## config.mk

```make
export PLATFORM = sky130hd
export DESIGN_NAME = fip_port_control
export DESIGN_NICKNAME = d
export VERILOG_FILES = /design/src/fip_buffer.sv /design/src/fip_port_control.sv
export SDC_FILE = /design/constraint.sdc
export NUM_CORES = 1
export LEC_CHECK = 0
export ABC_AREA = 1
export BUFFER_PORTS_ARGS = -buffer_cell sky130_fd_sc_hd__buf_2
export CORE_MARGIN = 2
export CORE_UTILIZATION = 27
export DETAILED_ROUTE_END_ITERATION = 10
export PLACE_DENSITY = 0.52
export REMOVE_ABC_BUFFERS = 1
export SLEW_MARGIN = 5
export SYNTH_ARGS = -nofsm -noshare
export SYNTH_HDL_FRONTEND = slang
export SYNTH_HIERARCHICAL = 1
export SYNTH_SLANG_ARGS = --single-unit
```

## constraint.sdc

```tcl
create_clock -name clk -period 6.6 [get_ports clk]
set_input_delay 0.99 -clock clk [delete_from_list [all_inputs] [get_ports clk]]
set_output_delay 0.99 -clock clk [all_outputs]
set_load 0.03 [all_outputs]
```

## src/fip_buffer.sv

```systemverilog
// Shared constants for the fast infrared port and its buffer, two entries deep by default
`default_nettype none

package fip_pkg;
  // Control register layout
  localparam int          CTL_WIDTH     = 8;
  localparam int          CTL_RATE_BIT  = 0;  // Rate select
  localparam int          CTL_LOOP_BIT  = 1;  // Internal loop select
  localparam int          CTL_UACT_BIT  = 2;  // Underrun action select
  localparam int          CTL_TXE_BIT   = 3;  // Transmit enable bit
  localparam int          CTL_RXE_BIT   = 4;  // Receive enable bit
  localparam int          CTL_RIE_BIT   = 5;  // Rx service irq enable
  localparam int          CTL_TIE_BIT   = 6;  // Tx service irq enable
  localparam int          CTL_AME_BIT   = 7;  // Address match enable
  localparam logic [7:0]  CTL_RESET     = 8'h00;
  // Serial unit framing
  localparam int          UNIT_BITS     = 8;
  localparam logic [2:0]  UNIT_LAST     = 3'h7;
  localparam int          CHIP_BITS     = 4;
  localparam int          ABORT_CHIPS   = 2;
  localparam logic [7:0]  ABORT_PATTERN = 8'h00;
  localparam logic [7:0]  STOP_PATTERN  = 8'h7E;
  localparam logic [7:0]  PREAM_PATTERN = 8'hA5;
  localparam logic [7:0]  CRC_POLY      = 8'h07;
  localparam logic [7:0]  CRC_INIT      = 8'hFF;
  localparam logic [4:0]  PREAM_LAST    = 5'h0F;  // 16 preambles minimum
  // Guard pulse timing
  localparam int          CLK_PERIOD_NS = 50;
  localparam int          GUARD_TIME_NS = 200;
  localparam int          GUARD_CYCLES  =
    (GUARD_TIME_NS + CLK_PERIOD_NS - 1) / CLK_PERIOD_NS;
  localparam logic [7:0]  GUARD_LAST    = 8'(GUARD_CYCLES - 1);
  // Transmit sequencer states, Gray in the order listed
  typedef enum logic [2:0] {
    TX_IDLE  = 3'h0,
    TX_GUARD = 3'h1,
    TX_DATA  = 3'h3,
    TX_CRC   = 3'h2,
    TX_STOP  = 3'h6,
    TX_ABORT = 3'h7,
    TX_PREAM = 3'h5
  } fip_tx_state_e;
endpackage

`timescale 1ns/1ps

module fip_buffer #(
  parameter int WIDTH = 8,
  parameter int DEPTH = 2
) (
  input  wire logic                       clk,
  input  wire logic                       srst,
  input  wire logic                       flush,
  input  wire logic                       inValid,
  output logic                            inReady,
  input  wire logic [WIDTH-1:0]           inData,
  output logic                            outValid,
  input  wire logic                       outReady,
  output logic [WIDTH-1:0]                outData,
  output logic [$clog2(DEPTH+1)-1:0]      count
);
  localparam int PTRW = (DEPTH > 1) ? $clog2(DEPTH) : 1;
  localparam int CNTW = $clog2(DEPTH + 1);

  // Depth must be a power of two so pointers wrap naturally
  if (DEPTH < 2 || (DEPTH & (DEPTH - 1)) != 0) begin : g_bad_depth
    $error("fip_buffer DEPTH must be a power of two, at least 2");
  end

  logic [WIDTH-1:0] mem_ff [DEPTH];  // Entry storage
  logic [PTRW-1:0]  wrPtr_ff;        // Next entry to fill
  logic [PTRW-1:0]  rdPtr_ff;        // Oldest entry
  logic [CNTW-1:0]  count_ff;        // Entries held

  wire push = inValid & inReady;
  wire pop  = outValid & outReady;

  assign inReady  = (count_ff != CNTW'(DEPTH));
  assign outValid = (count_ff != '0);
  assign outData  = mem_ff[rdPtr_ff];
  assign count    = count_ff;

  // One storage word per entry, written when the pointer selects it
  for (genvar i = 0; i < DEPTH; i++) begin : g_entry
    always_ff @(posedge clk) begin
      if (push && wrPtr_ff == PTRW'(i)) begin
        mem_ff[i] <= inData;
      end
    end
  end

  // Pointers and fill count; a flush empties at once
  always_ff @(posedge clk) begin
    if (srst || flush) begin
      wrPtr_ff <= '0;
      rdPtr_ff <= '0;
      count_ff <= '0;
    end else begin
      wrPtr_ff <= push ? wrPtr_ff + PTRW'(1) : wrPtr_ff;
      rdPtr_ff <= pop ? rdPtr_ff + PTRW'(1) : rdPtr_ff;
      count_ff <= count_ff + CNTW'(push) - CNTW'(pop);
    end
  end
endmodule // fip_buffer

`default_nettype wire

```

## src/fip_port_control.sv

```systemverilog
// Fast infrared port control: enables, loopback, underrun action, requests
`default_nettype none
`timescale 1ns/1ps

module fip_port_control #(
  parameter int BUF_DEPTH = 2
) (
  input  wire logic                          clk,
  input  wire logic                          srst,
  input  wire logic                          ctlWrEn,
  input  wire logic [fip_pkg::CTL_WIDTH-1:0] ctlWrData,
  output logic [fip_pkg::CTL_WIDTH-1:0]      ctlRdData,
  input  wire logic                          txWrValid,
  output logic                               txWrReady,
  input  wire logic [7:0]                    txWrData,
  output logic                               rxRdValid,
  input  wire logic                          rxRdReady,
  output logic [7:0]                         rxRdData,
  input  wire logic                          underrunClr,
  output logic                               txUnderrunFlag,
  output logic                               txBusy,
  output logic                               txDmaReq,
  output logic                               rxDmaReq,
  output logic                               txServiceIrq,
  output logic                               rxServiceIrq,
  output logic                               txUnderrunIrq,
  output logic                               irTransmitPinOut,
  output logic                               irTransmitPinOe,
  input  wire logic                          irReceivePin,
  output logic                               irReceiveOwned
);
  import fip_pkg::*;

  localparam int CNTW = $clog2(BUF_DEPTH + 1);

  // Buffer depth is served by the buffer's own check; keep it sane here
  if (BUF_DEPTH < 2) begin : g_bad_depth
    $error("fip_port_control BUF_DEPTH must be at least 2");
  end

  // Control register and decoded fields
  logic [CTL_WIDTH-1:0] ctl_ff;         // Port control word
  wire  rateSel  = ctl_ff[CTL_RATE_BIT]; // High-speed engine selected
  wire  loopSel  = ctl_ff[CTL_LOOP_BIT]; // Internal loop select
  wire  uactSel  = ctl_ff[CTL_UACT_BIT]; // Underrun action select
  wire  txEnBit  = ctl_ff[CTL_TXE_BIT];  // Transmit enable bit
  wire  rxEnBit  = ctl_ff[CTL_RXE_BIT];  // Receive enable bit
  wire  rieSel   = ctl_ff[CTL_RIE_BIT];  // Rx service irq enable
  wire  tieSel   = ctl_ff[CTL_TIE_BIT];  // Tx service irq enable

  // Enables only count while the high-speed engine is chosen
  wire  txEnEff  = txEnBit & rateSel;
  wire  rxEnEff  = rxEnBit & rateSel;

  // Register write; reset leaves the port disabled
  always_ff @(posedge clk) begin
    if (srst) begin
      ctl_ff <= CTL_RESET;
    end else if (ctlWrEn) begin
      ctl_ff <= ctlWrData;
    end
  end

  assign ctlRdData = ctl_ff;

  // Transmit side state
  fip_tx_state_e state_ff;       // Sequencer state
  fip_tx_state_e nxtState;       // Next sequencer state
  logic [7:0]    shift_ff;       // Output shifter, MSB first
  logic [7:0]    nxtShift;       // Next shifter value
  logic [2:0]    bitCnt_ff;      // Bit within current unit
  logic [7:0]    guardCnt_ff;    // Guard pulse length count
  logic [4:0]    preamCnt_ff;    // Preambles already sent
  logic [7:0]    crc_ff;         // Running frame check value
  logic          abortSip_ff;    // Guard belongs to an abort
  logic          txBit_ff;       // Serial bit toward the pin
  logic          txEnPrev_ff;    // Enable seen last cycle
  logic          underrun_ff;    // Sticky underrun flag
  logic          txOutValid;     // Buffer holds a byte
  logic [7:0]    txOutData;      // Oldest buffered byte
  logic          txInReady;      // Buffer has room
  logic [CNTW-1:0] txCount;      // Buffer fill

  // Edge of the effective enable launches the guard pulse
  wire txRise = txEnEff & ~txEnPrev_ff;

  // Sequencer decode terms
  wire unitEnd    = (bitCnt_ff == UNIT_LAST);
  wire guardEnd   = (guardCnt_ff == GUARD_LAST);
  wire preamDone  = (preamCnt_ff >= PREAM_LAST);
  wire inIdle     = (state_ff == TX_IDLE);
  wire inGuard    = (state_ff == TX_GUARD);
  wire inData     = (state_ff == TX_DATA);
  wire inPream    = (state_ff == TX_PREAM);
  wire idleStart  = inIdle & ~txRise & txOutValid;
  wire dataNext   = inData & unitEnd & txOutValid;
  wire underrunHit = inData & unitEnd & ~txOutValid;
  wire preamExit  = inPream & unitEnd & preamDone & txOutValid;
  wire popNow     = txEnEff & (idleStart | dataNext | preamExit);

  // Bit-serial frame check update on the bit now leaving
  wire       crcFb  = crc_ff[7] ^ shift_ff[7];
  wire [7:0] crcUpd = {crc_ff[6:0], 1'b0} ^ (crcFb ? CRC_POLY : 8'h00);

  // Writes are refused while the transmitter is off
  assign txWrReady = txInReady & txEnEff;

  // Transmit buffer, flushed whenever the transmitter is off
  fip_buffer #(
    .WIDTH    (8),
    .DEPTH    (BUF_DEPTH)
  ) u_tx_buf (
    .clk      (clk),
    .srst     (srst),
    .flush    (~txEnEff),
    .inValid  (txWrValid & txEnEff),
    .inReady  (txInReady),
    .inData   (txWrData),
    .outValid (txOutValid),
    .outReady (popNow),
    .outData  (txOutData),
    .count    (txCount)
  );

  // Next state of the transmit sequencer
  always_comb begin
    nxtState = state_ff;
    case (state_ff)
      TX_IDLE: begin
        if (txRise) begin
          nxtState = TX_GUARD;
        end else if (txOutValid) begin
          nxtState = TX_DATA;
        end
      end
      TX_GUARD: begin
        if (guardEnd) begin
          nxtState = abortSip_ff ? TX_PREAM : TX_IDLE;
        end
      end
      TX_DATA: begin
        if (underrunHit) begin
          nxtState = uactSel ? TX_ABORT : TX_CRC;
        end
      end
      TX_CRC: begin
        if (unitEnd) begin
          nxtState = TX_STOP;
        end
      end
      TX_STOP: begin
        if (unitEnd) begin
          nxtState = TX_GUARD;
        end
      end
      TX_ABORT: begin
        if (unitEnd) begin
          nxtState = TX_GUARD;
        end
      end
      TX_PREAM: begin
        if (preamExit) begin
          nxtState = TX_DATA;
        end
      end
      default: begin
        nxtState = TX_IDLE;
      end
    endcase
    // Disabling stops any transfer at the next edge
    if (!txEnEff) begin
      nxtState = TX_IDLE;
    end
  end

  // Next shifter contents: load a unit or shift one bit out
  always_comb begin
    nxtShift = {shift_ff[6:0], 1'b0};
    if (popNow) begin
      nxtShift = txOutData;
    end else if (underrunHit && !uactSel) begin
      nxtShift = crcUpd;
    end else if (underrunHit && uactSel) begin
      nxtShift = ABORT_PATTERN;
    end else if (state_ff == TX_CRC && unitEnd) begin
      nxtShift = STOP_PATTERN;
    end else if (inPream && unitEnd) begin
      nxtShift = PREAM_PATTERN;
    end else if (inGuard && guardEnd && abortSip_ff) begin
      nxtShift = PREAM_PATTERN;
    end
    if (!txEnEff) begin
      nxtShift = 8'h00;
    end
  end

  // Sequencer state and shifter
  always_ff @(posedge clk) begin
    if (srst) begin
      state_ff <= TX_IDLE;
      shift_ff <= 8'h00;
    end else begin
      state_ff <= nxtState;
      shift_ff <= nxtShift;
    end
  end

  // Bit and guard counters; both rest at zero outside their states
  always_ff @(posedge clk) begin
    if (srst || inIdle || inGuard || !txEnEff) begin
      bitCnt_ff <= 3'h0;
    end else begin
      bitCnt_ff <= bitCnt_ff + 3'h1;
    end
  end

  always_ff @(posedge clk) begin
    if (srst || !inGuard || !txEnEff) begin
      guardCnt_ff <= 8'h00;
    end else begin
      guardCnt_ff <= guardCnt_ff + 8'h01;
    end
  end

  // Preamble count saturates once the minimum is reached
  always_ff @(posedge clk) begin
    if (srst || !inPream) begin
      preamCnt_ff <= 5'h00;
    end else if (unitEnd && !preamDone) begin
      preamCnt_ff <= preamCnt_ff + 5'h01;
    end
  end

  // Frame check runs on data only and restarts between frames
  always_ff @(posedge clk) begin
    if (srst || inIdle || inGuard || inPream) begin
      crc_ff <= CRC_INIT;
    end else if (inData) begin
      crc_ff <= crcUpd;
    end
  end

  // Remember that the coming guard pulse ends an abort
  always_ff @(posedge clk) begin
    if (srst || !txEnEff) begin
      abortSip_ff <= 1'b0;
    end else if (underrunHit && uactSel) begin
      abortSip_ff <= 1'b1;
    end else if (inGuard && guardEnd) begin
      abortSip_ff <= 1'b0;
    end
  end

  // Serial bit: guard drives high, units shift out, idle is low
  always_ff @(posedge clk) begin
    if (srst || !txEnEff) begin
      txBit_ff <= 1'b0;
    end else if (inGuard) begin
      txBit_ff <= 1'b1;
    end else if (inIdle) begin
      txBit_ff <= 1'b0;
    end else begin
      txBit_ff <= shift_ff[7];
    end
  end

  // Enable history for the edge detector
  always_ff @(posedge clk) begin
    if (srst) begin
      txEnPrev_ff <= 1'b0;
    end else begin
      txEnPrev_ff <= txEnEff;
    end
  end

  // Sticky underrun flag; a new underrun beats a clear
  always_ff @(posedge clk) begin
    if (srst) begin
      underrun_ff <= 1'b0;
    end else if (underrunHit) begin
      underrun_ff <= 1'b1;
    end else if (underrunClr) begin
      underrun_ff <= 1'b0;
    end
  end

  assign txUnderrunFlag = underrun_ff;
  assign txBusy         = ~inIdle;

  // Pin ownership: the port drives only when enabled and not looped
  assign irTransmitPinOe  = txEnEff & ~loopSel;
  assign irTransmitPinOut = txBit_ff;
  assign irReceiveOwned   = rxEnEff & ~loopSel;

  // Receive side: pin synchroniser, three stages
  logic       rxSync1_ff;   // First stage, read by stage two only
  logic       rxSync2_ff;   // Second stage
  logic       rxSync3_ff;   // Third stage
  logic       rxLevel_ff;   // Settled pin level
  logic       rxActive_ff;  // Collecting a unit
  logic [7:0] rxShift_ff;   // Input shifter
  logic [2:0] rxCnt_ff;     // Bits collected
  logic       rxPush_ff;    // Completed unit offered to buffer
  logic       rxInReady;    // Receive buffer has room
  logic [CNTW-1:0] rxCount; // Receive buffer fill

  always_ff @(posedge clk) begin
    if (srst) begin
      rxSync1_ff <= 1'b0;
      rxSync2_ff <= 1'b0;
      rxSync3_ff <= 1'b0;
    end else begin
      rxSync1_ff <= irReceivePin;
      rxSync2_ff <= rxSync1_ff;
      rxSync3_ff <= rxSync2_ff;
    end
  end

  // Level changes once the last two stages agree
  always_ff @(posedge clk) begin
    if (srst) begin
      rxLevel_ff <= 1'b0;
    end else if (rxSync2_ff == rxSync3_ff) begin
      rxLevel_ff <= rxSync3_ff;
    end
  end

  // Loopback takes the transmit bit instead of the pin
  wire rxSerial = loopSel ? txBit_ff : rxLevel_ff;

  // Receive collector; runs regardless of transmit activity
  always_ff @(posedge clk) begin
    if (srst || !rxEnEff) begin
      rxActive_ff <= 1'b0;
      rxShift_ff  <= 8'h00;
      rxCnt_ff    <= 3'h0;
      rxPush_ff   <= 1'b0;
    end else if (!rxActive_ff) begin
      rxActive_ff <= rxSerial;
      rxCnt_ff    <= 3'h0;
      rxPush_ff   <= 1'b0;
    end else begin
      rxShift_ff  <= {rxShift_ff[6:0], rxSerial};
      rxCnt_ff    <= rxCnt_ff + 3'h1;
      rxActive_ff <= (rxCnt_ff != UNIT_LAST);
      rxPush_ff   <= (rxCnt_ff == UNIT_LAST);
    end
  end

  // Receive buffer, flushed whenever the receiver is off
  fip_buffer #(
    .WIDTH    (8),
    .DEPTH    (BUF_DEPTH)
  ) u_rx_buf (
    .clk      (clk),
    .srst     (srst),
    .flush    (~rxEnEff),
    .inValid  (rxPush_ff),
    .inReady  (rxInReady),
    .inData   (rxShift_ff),
    .outValid (rxRdValid),
    .outReady (rxRdReady),
    .outData  (rxRdData),
    .count    (rxCount)
  );

  // Service flags, requests and gated interrupts
  wire rxServiceFlag = rxEnEff & (rxCount != '0);
  wire txServiceFlag = txEnEff & (txCount <= CNTW'(BUF_DEPTH / 2));

  assign rxDmaReq      = rxServiceFlag;
  assign txDmaReq      = txServiceFlag;
  assign rxServiceIrq  = rieSel & rxServiceFlag;
  assign txServiceIrq  = tieSel & txServiceFlag;
  assign txUnderrunIrq = uactSel & underrun_ff;
endmodule // fip_port_control

`default_nettype wire

```

==> flow_summary.toml <==
[cells_and_area]
nFillCells = 1758
stdcell_area_mm2 = 0.00539
nNetsFinal = 622
layout-drive-gt1-share_pct = 19.0
fin_cells = 815
regArea_mm2 = 0.00244
antenna_cells = 0
synthToLayoutAreaGrowth_pct = 17.6
multi_input_area_mm2 = 0.00181

[clock_network]
cts_made_buffers = 9
cts.sinks = 106
worstSkewPairLatency_ps = 340
clockRootBuffer = "clkbuf_16"
clockBufferDepth = 2
htreeDepth = 3
cts_resized = 0
cts_hold_buffers = 0
post_cts_buffers = 0
cts_tree = "done"
clk_pin_slew_ps = 70

[sta]
max_slew_margin_pct = 47.9
hold_viol = 0
rsz0062_at_grt = "false"
fmax_mhz = 369
drv_slew = 0
period_minus_slack_ps = 2710
setup_tns_ps = 0
skew_ps = 7.09
finalSetupViolations = 0
tightest_slew_ps = 779
period_share_pct = 41.1

[drt]
drc = 0
drt_iter0_markers = 161
wire_per_inst_um = 11.4
viasPerCell = 4.31
ant_nets = 0
num_vias = 3516
first_pass_iters = 5
drt_wl_total_um = 9330

[global_route]
grt_util_met3_pct = 2.57
grt_max_degree = 20
grtUsageMet2_pct = 18.5
track_usage_pct = 10.6
grt_pass1_vias = 3365
antenna_found_initial = 0
top_usage_layer = "met2"
use_met1_pct = 12.4
grt_overflow_total = 0
grt_first_pass_wirelength_um = 15300

[outcome]
status = "completed"

[power_and_ir_drop]
power.density_mw_per_mm2 = 234
leakage_nw = 2.36
ir_drop_mv = 0.108

[synthesis]
syn_area_mm2 = 0.00458
synth_cell_types = 33
yosysTopAreaCellShare_pct = 32.3
synth_top_cells_by_area = "dfxtp_1 32%, edfxtp_1 21%, nand2_1 8.8%, nor2_1 7.5%, inv_1 6.1%"
yosys.area.top_type = "dfxtp_1"
avgSynthCellArea_um2 = 8.55
synthCells = 536
yosysWarnings = 6
seq_area_frac_synth_pct = 53.3
synth-seq-cells = 106

[place]
dp_hpwl_um = 7120
gp_congestion = 0.903
place_inst = 799
placed_cell_area_mm2 = 0.00508
port_buffers = 50

[worst_setup_path]
path_class = "reg -> reg"
cp_top_family = "simple AND/OR/NAND/NOR gates"
critPathBufInv = 2
slowest_delay_ps = 400
cp_max_fo = 12
cp.arrival_ps = 2960
worstPathRequired_ps = 6840
cp-start-kind = "flip-flop"
cp-end-kind = "flip-flop"
cp_common_cell = "nand2_1"
crit_path_cell_trace = "ha_1 > nand2_1 > nor2_1 > ha_1 > nor2_1 > o21ai_0 > nand2_1 > nand2_1 > nand2_1 > inv_1 > inv_1 > nor2_2 > nand2_2 > nand2_1 > ha_1 > xnor2_1 > nand2_1 > nand2_1 > nor2_1"
cpMaxStageDelayCell = "dfxtp_1"

[job]
maxCapViolCount = 0

[floorplan]
rows = 47
initial_core_util_pct = 27.6
num_io_pins = 51
die_area_mm2 = 0.0180
core_mm2 = 0.0166
die_h_um = 134
die_w_um = 134

[min_path]
hp-class = "reg -> reg"
Yosys cell counts, drive strengths merged:
| master | instances |
|---|---|
| nand4 | 4 |
| edfxtp | 32 |
| nor2 | 98 |
| nand2 | 117 |
| mux2i | 1 |
| and3 | 1 |
| clkbuf | 3 |
| a21oi | 25 |
| a211oi | 1 |
| dfxtp | 74 |
| mux2 | 23 |
| buf | 5 |
| inv | 76 |
| nor4 | 1 |
| nand3 | 15 |
| or2 | 2 |
| and2 | 1 |
| clkinv | 2 |
| o21ai | 20 |
| ha | 9 |
| nand3b | 3 |
| xnor2 | 3 |
| nor3b | 6 |
| nor3 | 6 |
| o211ai | 8 |
stage by stage:
step                      hold WS [ps]  power (mW)  util [%]  setup WS, ps
final                              415        1.26      32.5          3890
after global routing               427        1.31      32.5          3570
after CTS                          421        1.28      32.5          3890
after detailed placement           406       0.730      30.6          3900
after global placement             407       0.729      30.6          4000
after floorplan                    388       0.711         -          4080
state kept, by name (all words and copies together), names as in the netlist, 2 cells and up, named ones only:
name	flops
u_rx_buf/mem_ff	16
u_tx_buf/mem_ff	16
crc_ff	8
ctlRdData	8
guardCnt_ff	8
rxShift_ff	8
shift_ff	8
preamCnt_ff	5
bitCnt_ff	3
rxCnt_ff	3
state_ff	3
u_rx_buf/count	2
u_tx_buf/count	2
layout by cell type, fill, tap and decap left out, types with 3 or more instances in the layout:
master,Yosys,routed
a21oi_1,25,25
edfxtp_1,32,32
nand4_1,3,3
nor3_1,5,5
nand2_1,107,107
nand3_1,15,15
buf_2,3,50
nand3b_1,3,3
dfxtp_1,74,74
nor3b_1,6,6
nor2_1,92,92
o21ai_0,20,20
xnor2_1,3,3
mux2_2,23,23
inv_1,74,74
clkbuf_16,0,9
ha_1,9,9
nand2_2,10,10
o211ai_1,8,8
nor2_2,5,5
final timing paths:
check	from	to	cells past startpoint	slack [ps]
min	rxSync1_ff$_SDFF_PP0_	rxSync2_ff$_SDFF_PP0_	2	410
max	preamCnt_ff[0]$_SDFFE_PP0P_	u_tx_buf/count[1]$_SDFF_PP0_	19	3890
min reg2reg	rxSync1_ff$_SDFF_PP0_	rxSync2_ff$_SDFF_PP0_	2	410
max reg2reg	preamCnt_ff[0]$_SDFFE_PP0P_	u_tx_buf/count[1]$_SDFF_PP0_	19	3890
report_power, final:
group	leakage (nW)	total, mW	internal (mW)	switching, mW
registers	0.881	0.676	0.673	0.00373
clock network	0.149	0.548	0.301	0.247
logic	1.33	0.0380	0.0123	0.0257
total	2.36	1.26	0.986	0.276
layout make-up:
class	instances	share of cell area, %
multi-input combinational	344	33.6
inverter	78	5.44
tap	220	5.11
clock inverter	7	1.56
clock buffer	9	4.18
sequential	106	45.4
timing repair buffer	51	4.79
worst register-to-register path, cell delays in order (launching register included):
cell and delay [ps]:
dfxtp_1 400, ha_1 190, nand2_1 50, nor2_1 90, ha_1 150, nor2_1 40, o21ai_0 140, nand2_1 120
nand2_1 320, nand2_1 220, inv_1 110, inv_1 50, nor2_2 120, nand2_2 70, nand2_1 70, ha_1 160
xnor2_1 150, nand2_1 80, nand2_1 50, nor2_1 40
cell families after synthesis:
family                   count (synthesis)  synth area share, %
multiplexers                            24                 5.87
XOR/XNOR                                 3                0.574
flip-flops                             106                 53.3
AO/OA/AOI/OAI                           54                 6.39
adder cells (fa/ha/maj)                  9                 2.46
AND/OR/NAND/NOR                        254                 24.2
buffers and inverters                   86                 7.21
layer usage:
layer | wire length (µm) | vias up
li1 | - | 1821
met2 | 4480 | 71
met1 | 4370 | 1616
met3 | 350 | 8
met4 | 131 | 0
met5 | 0 | -
(Power assumes the default switching activity.)
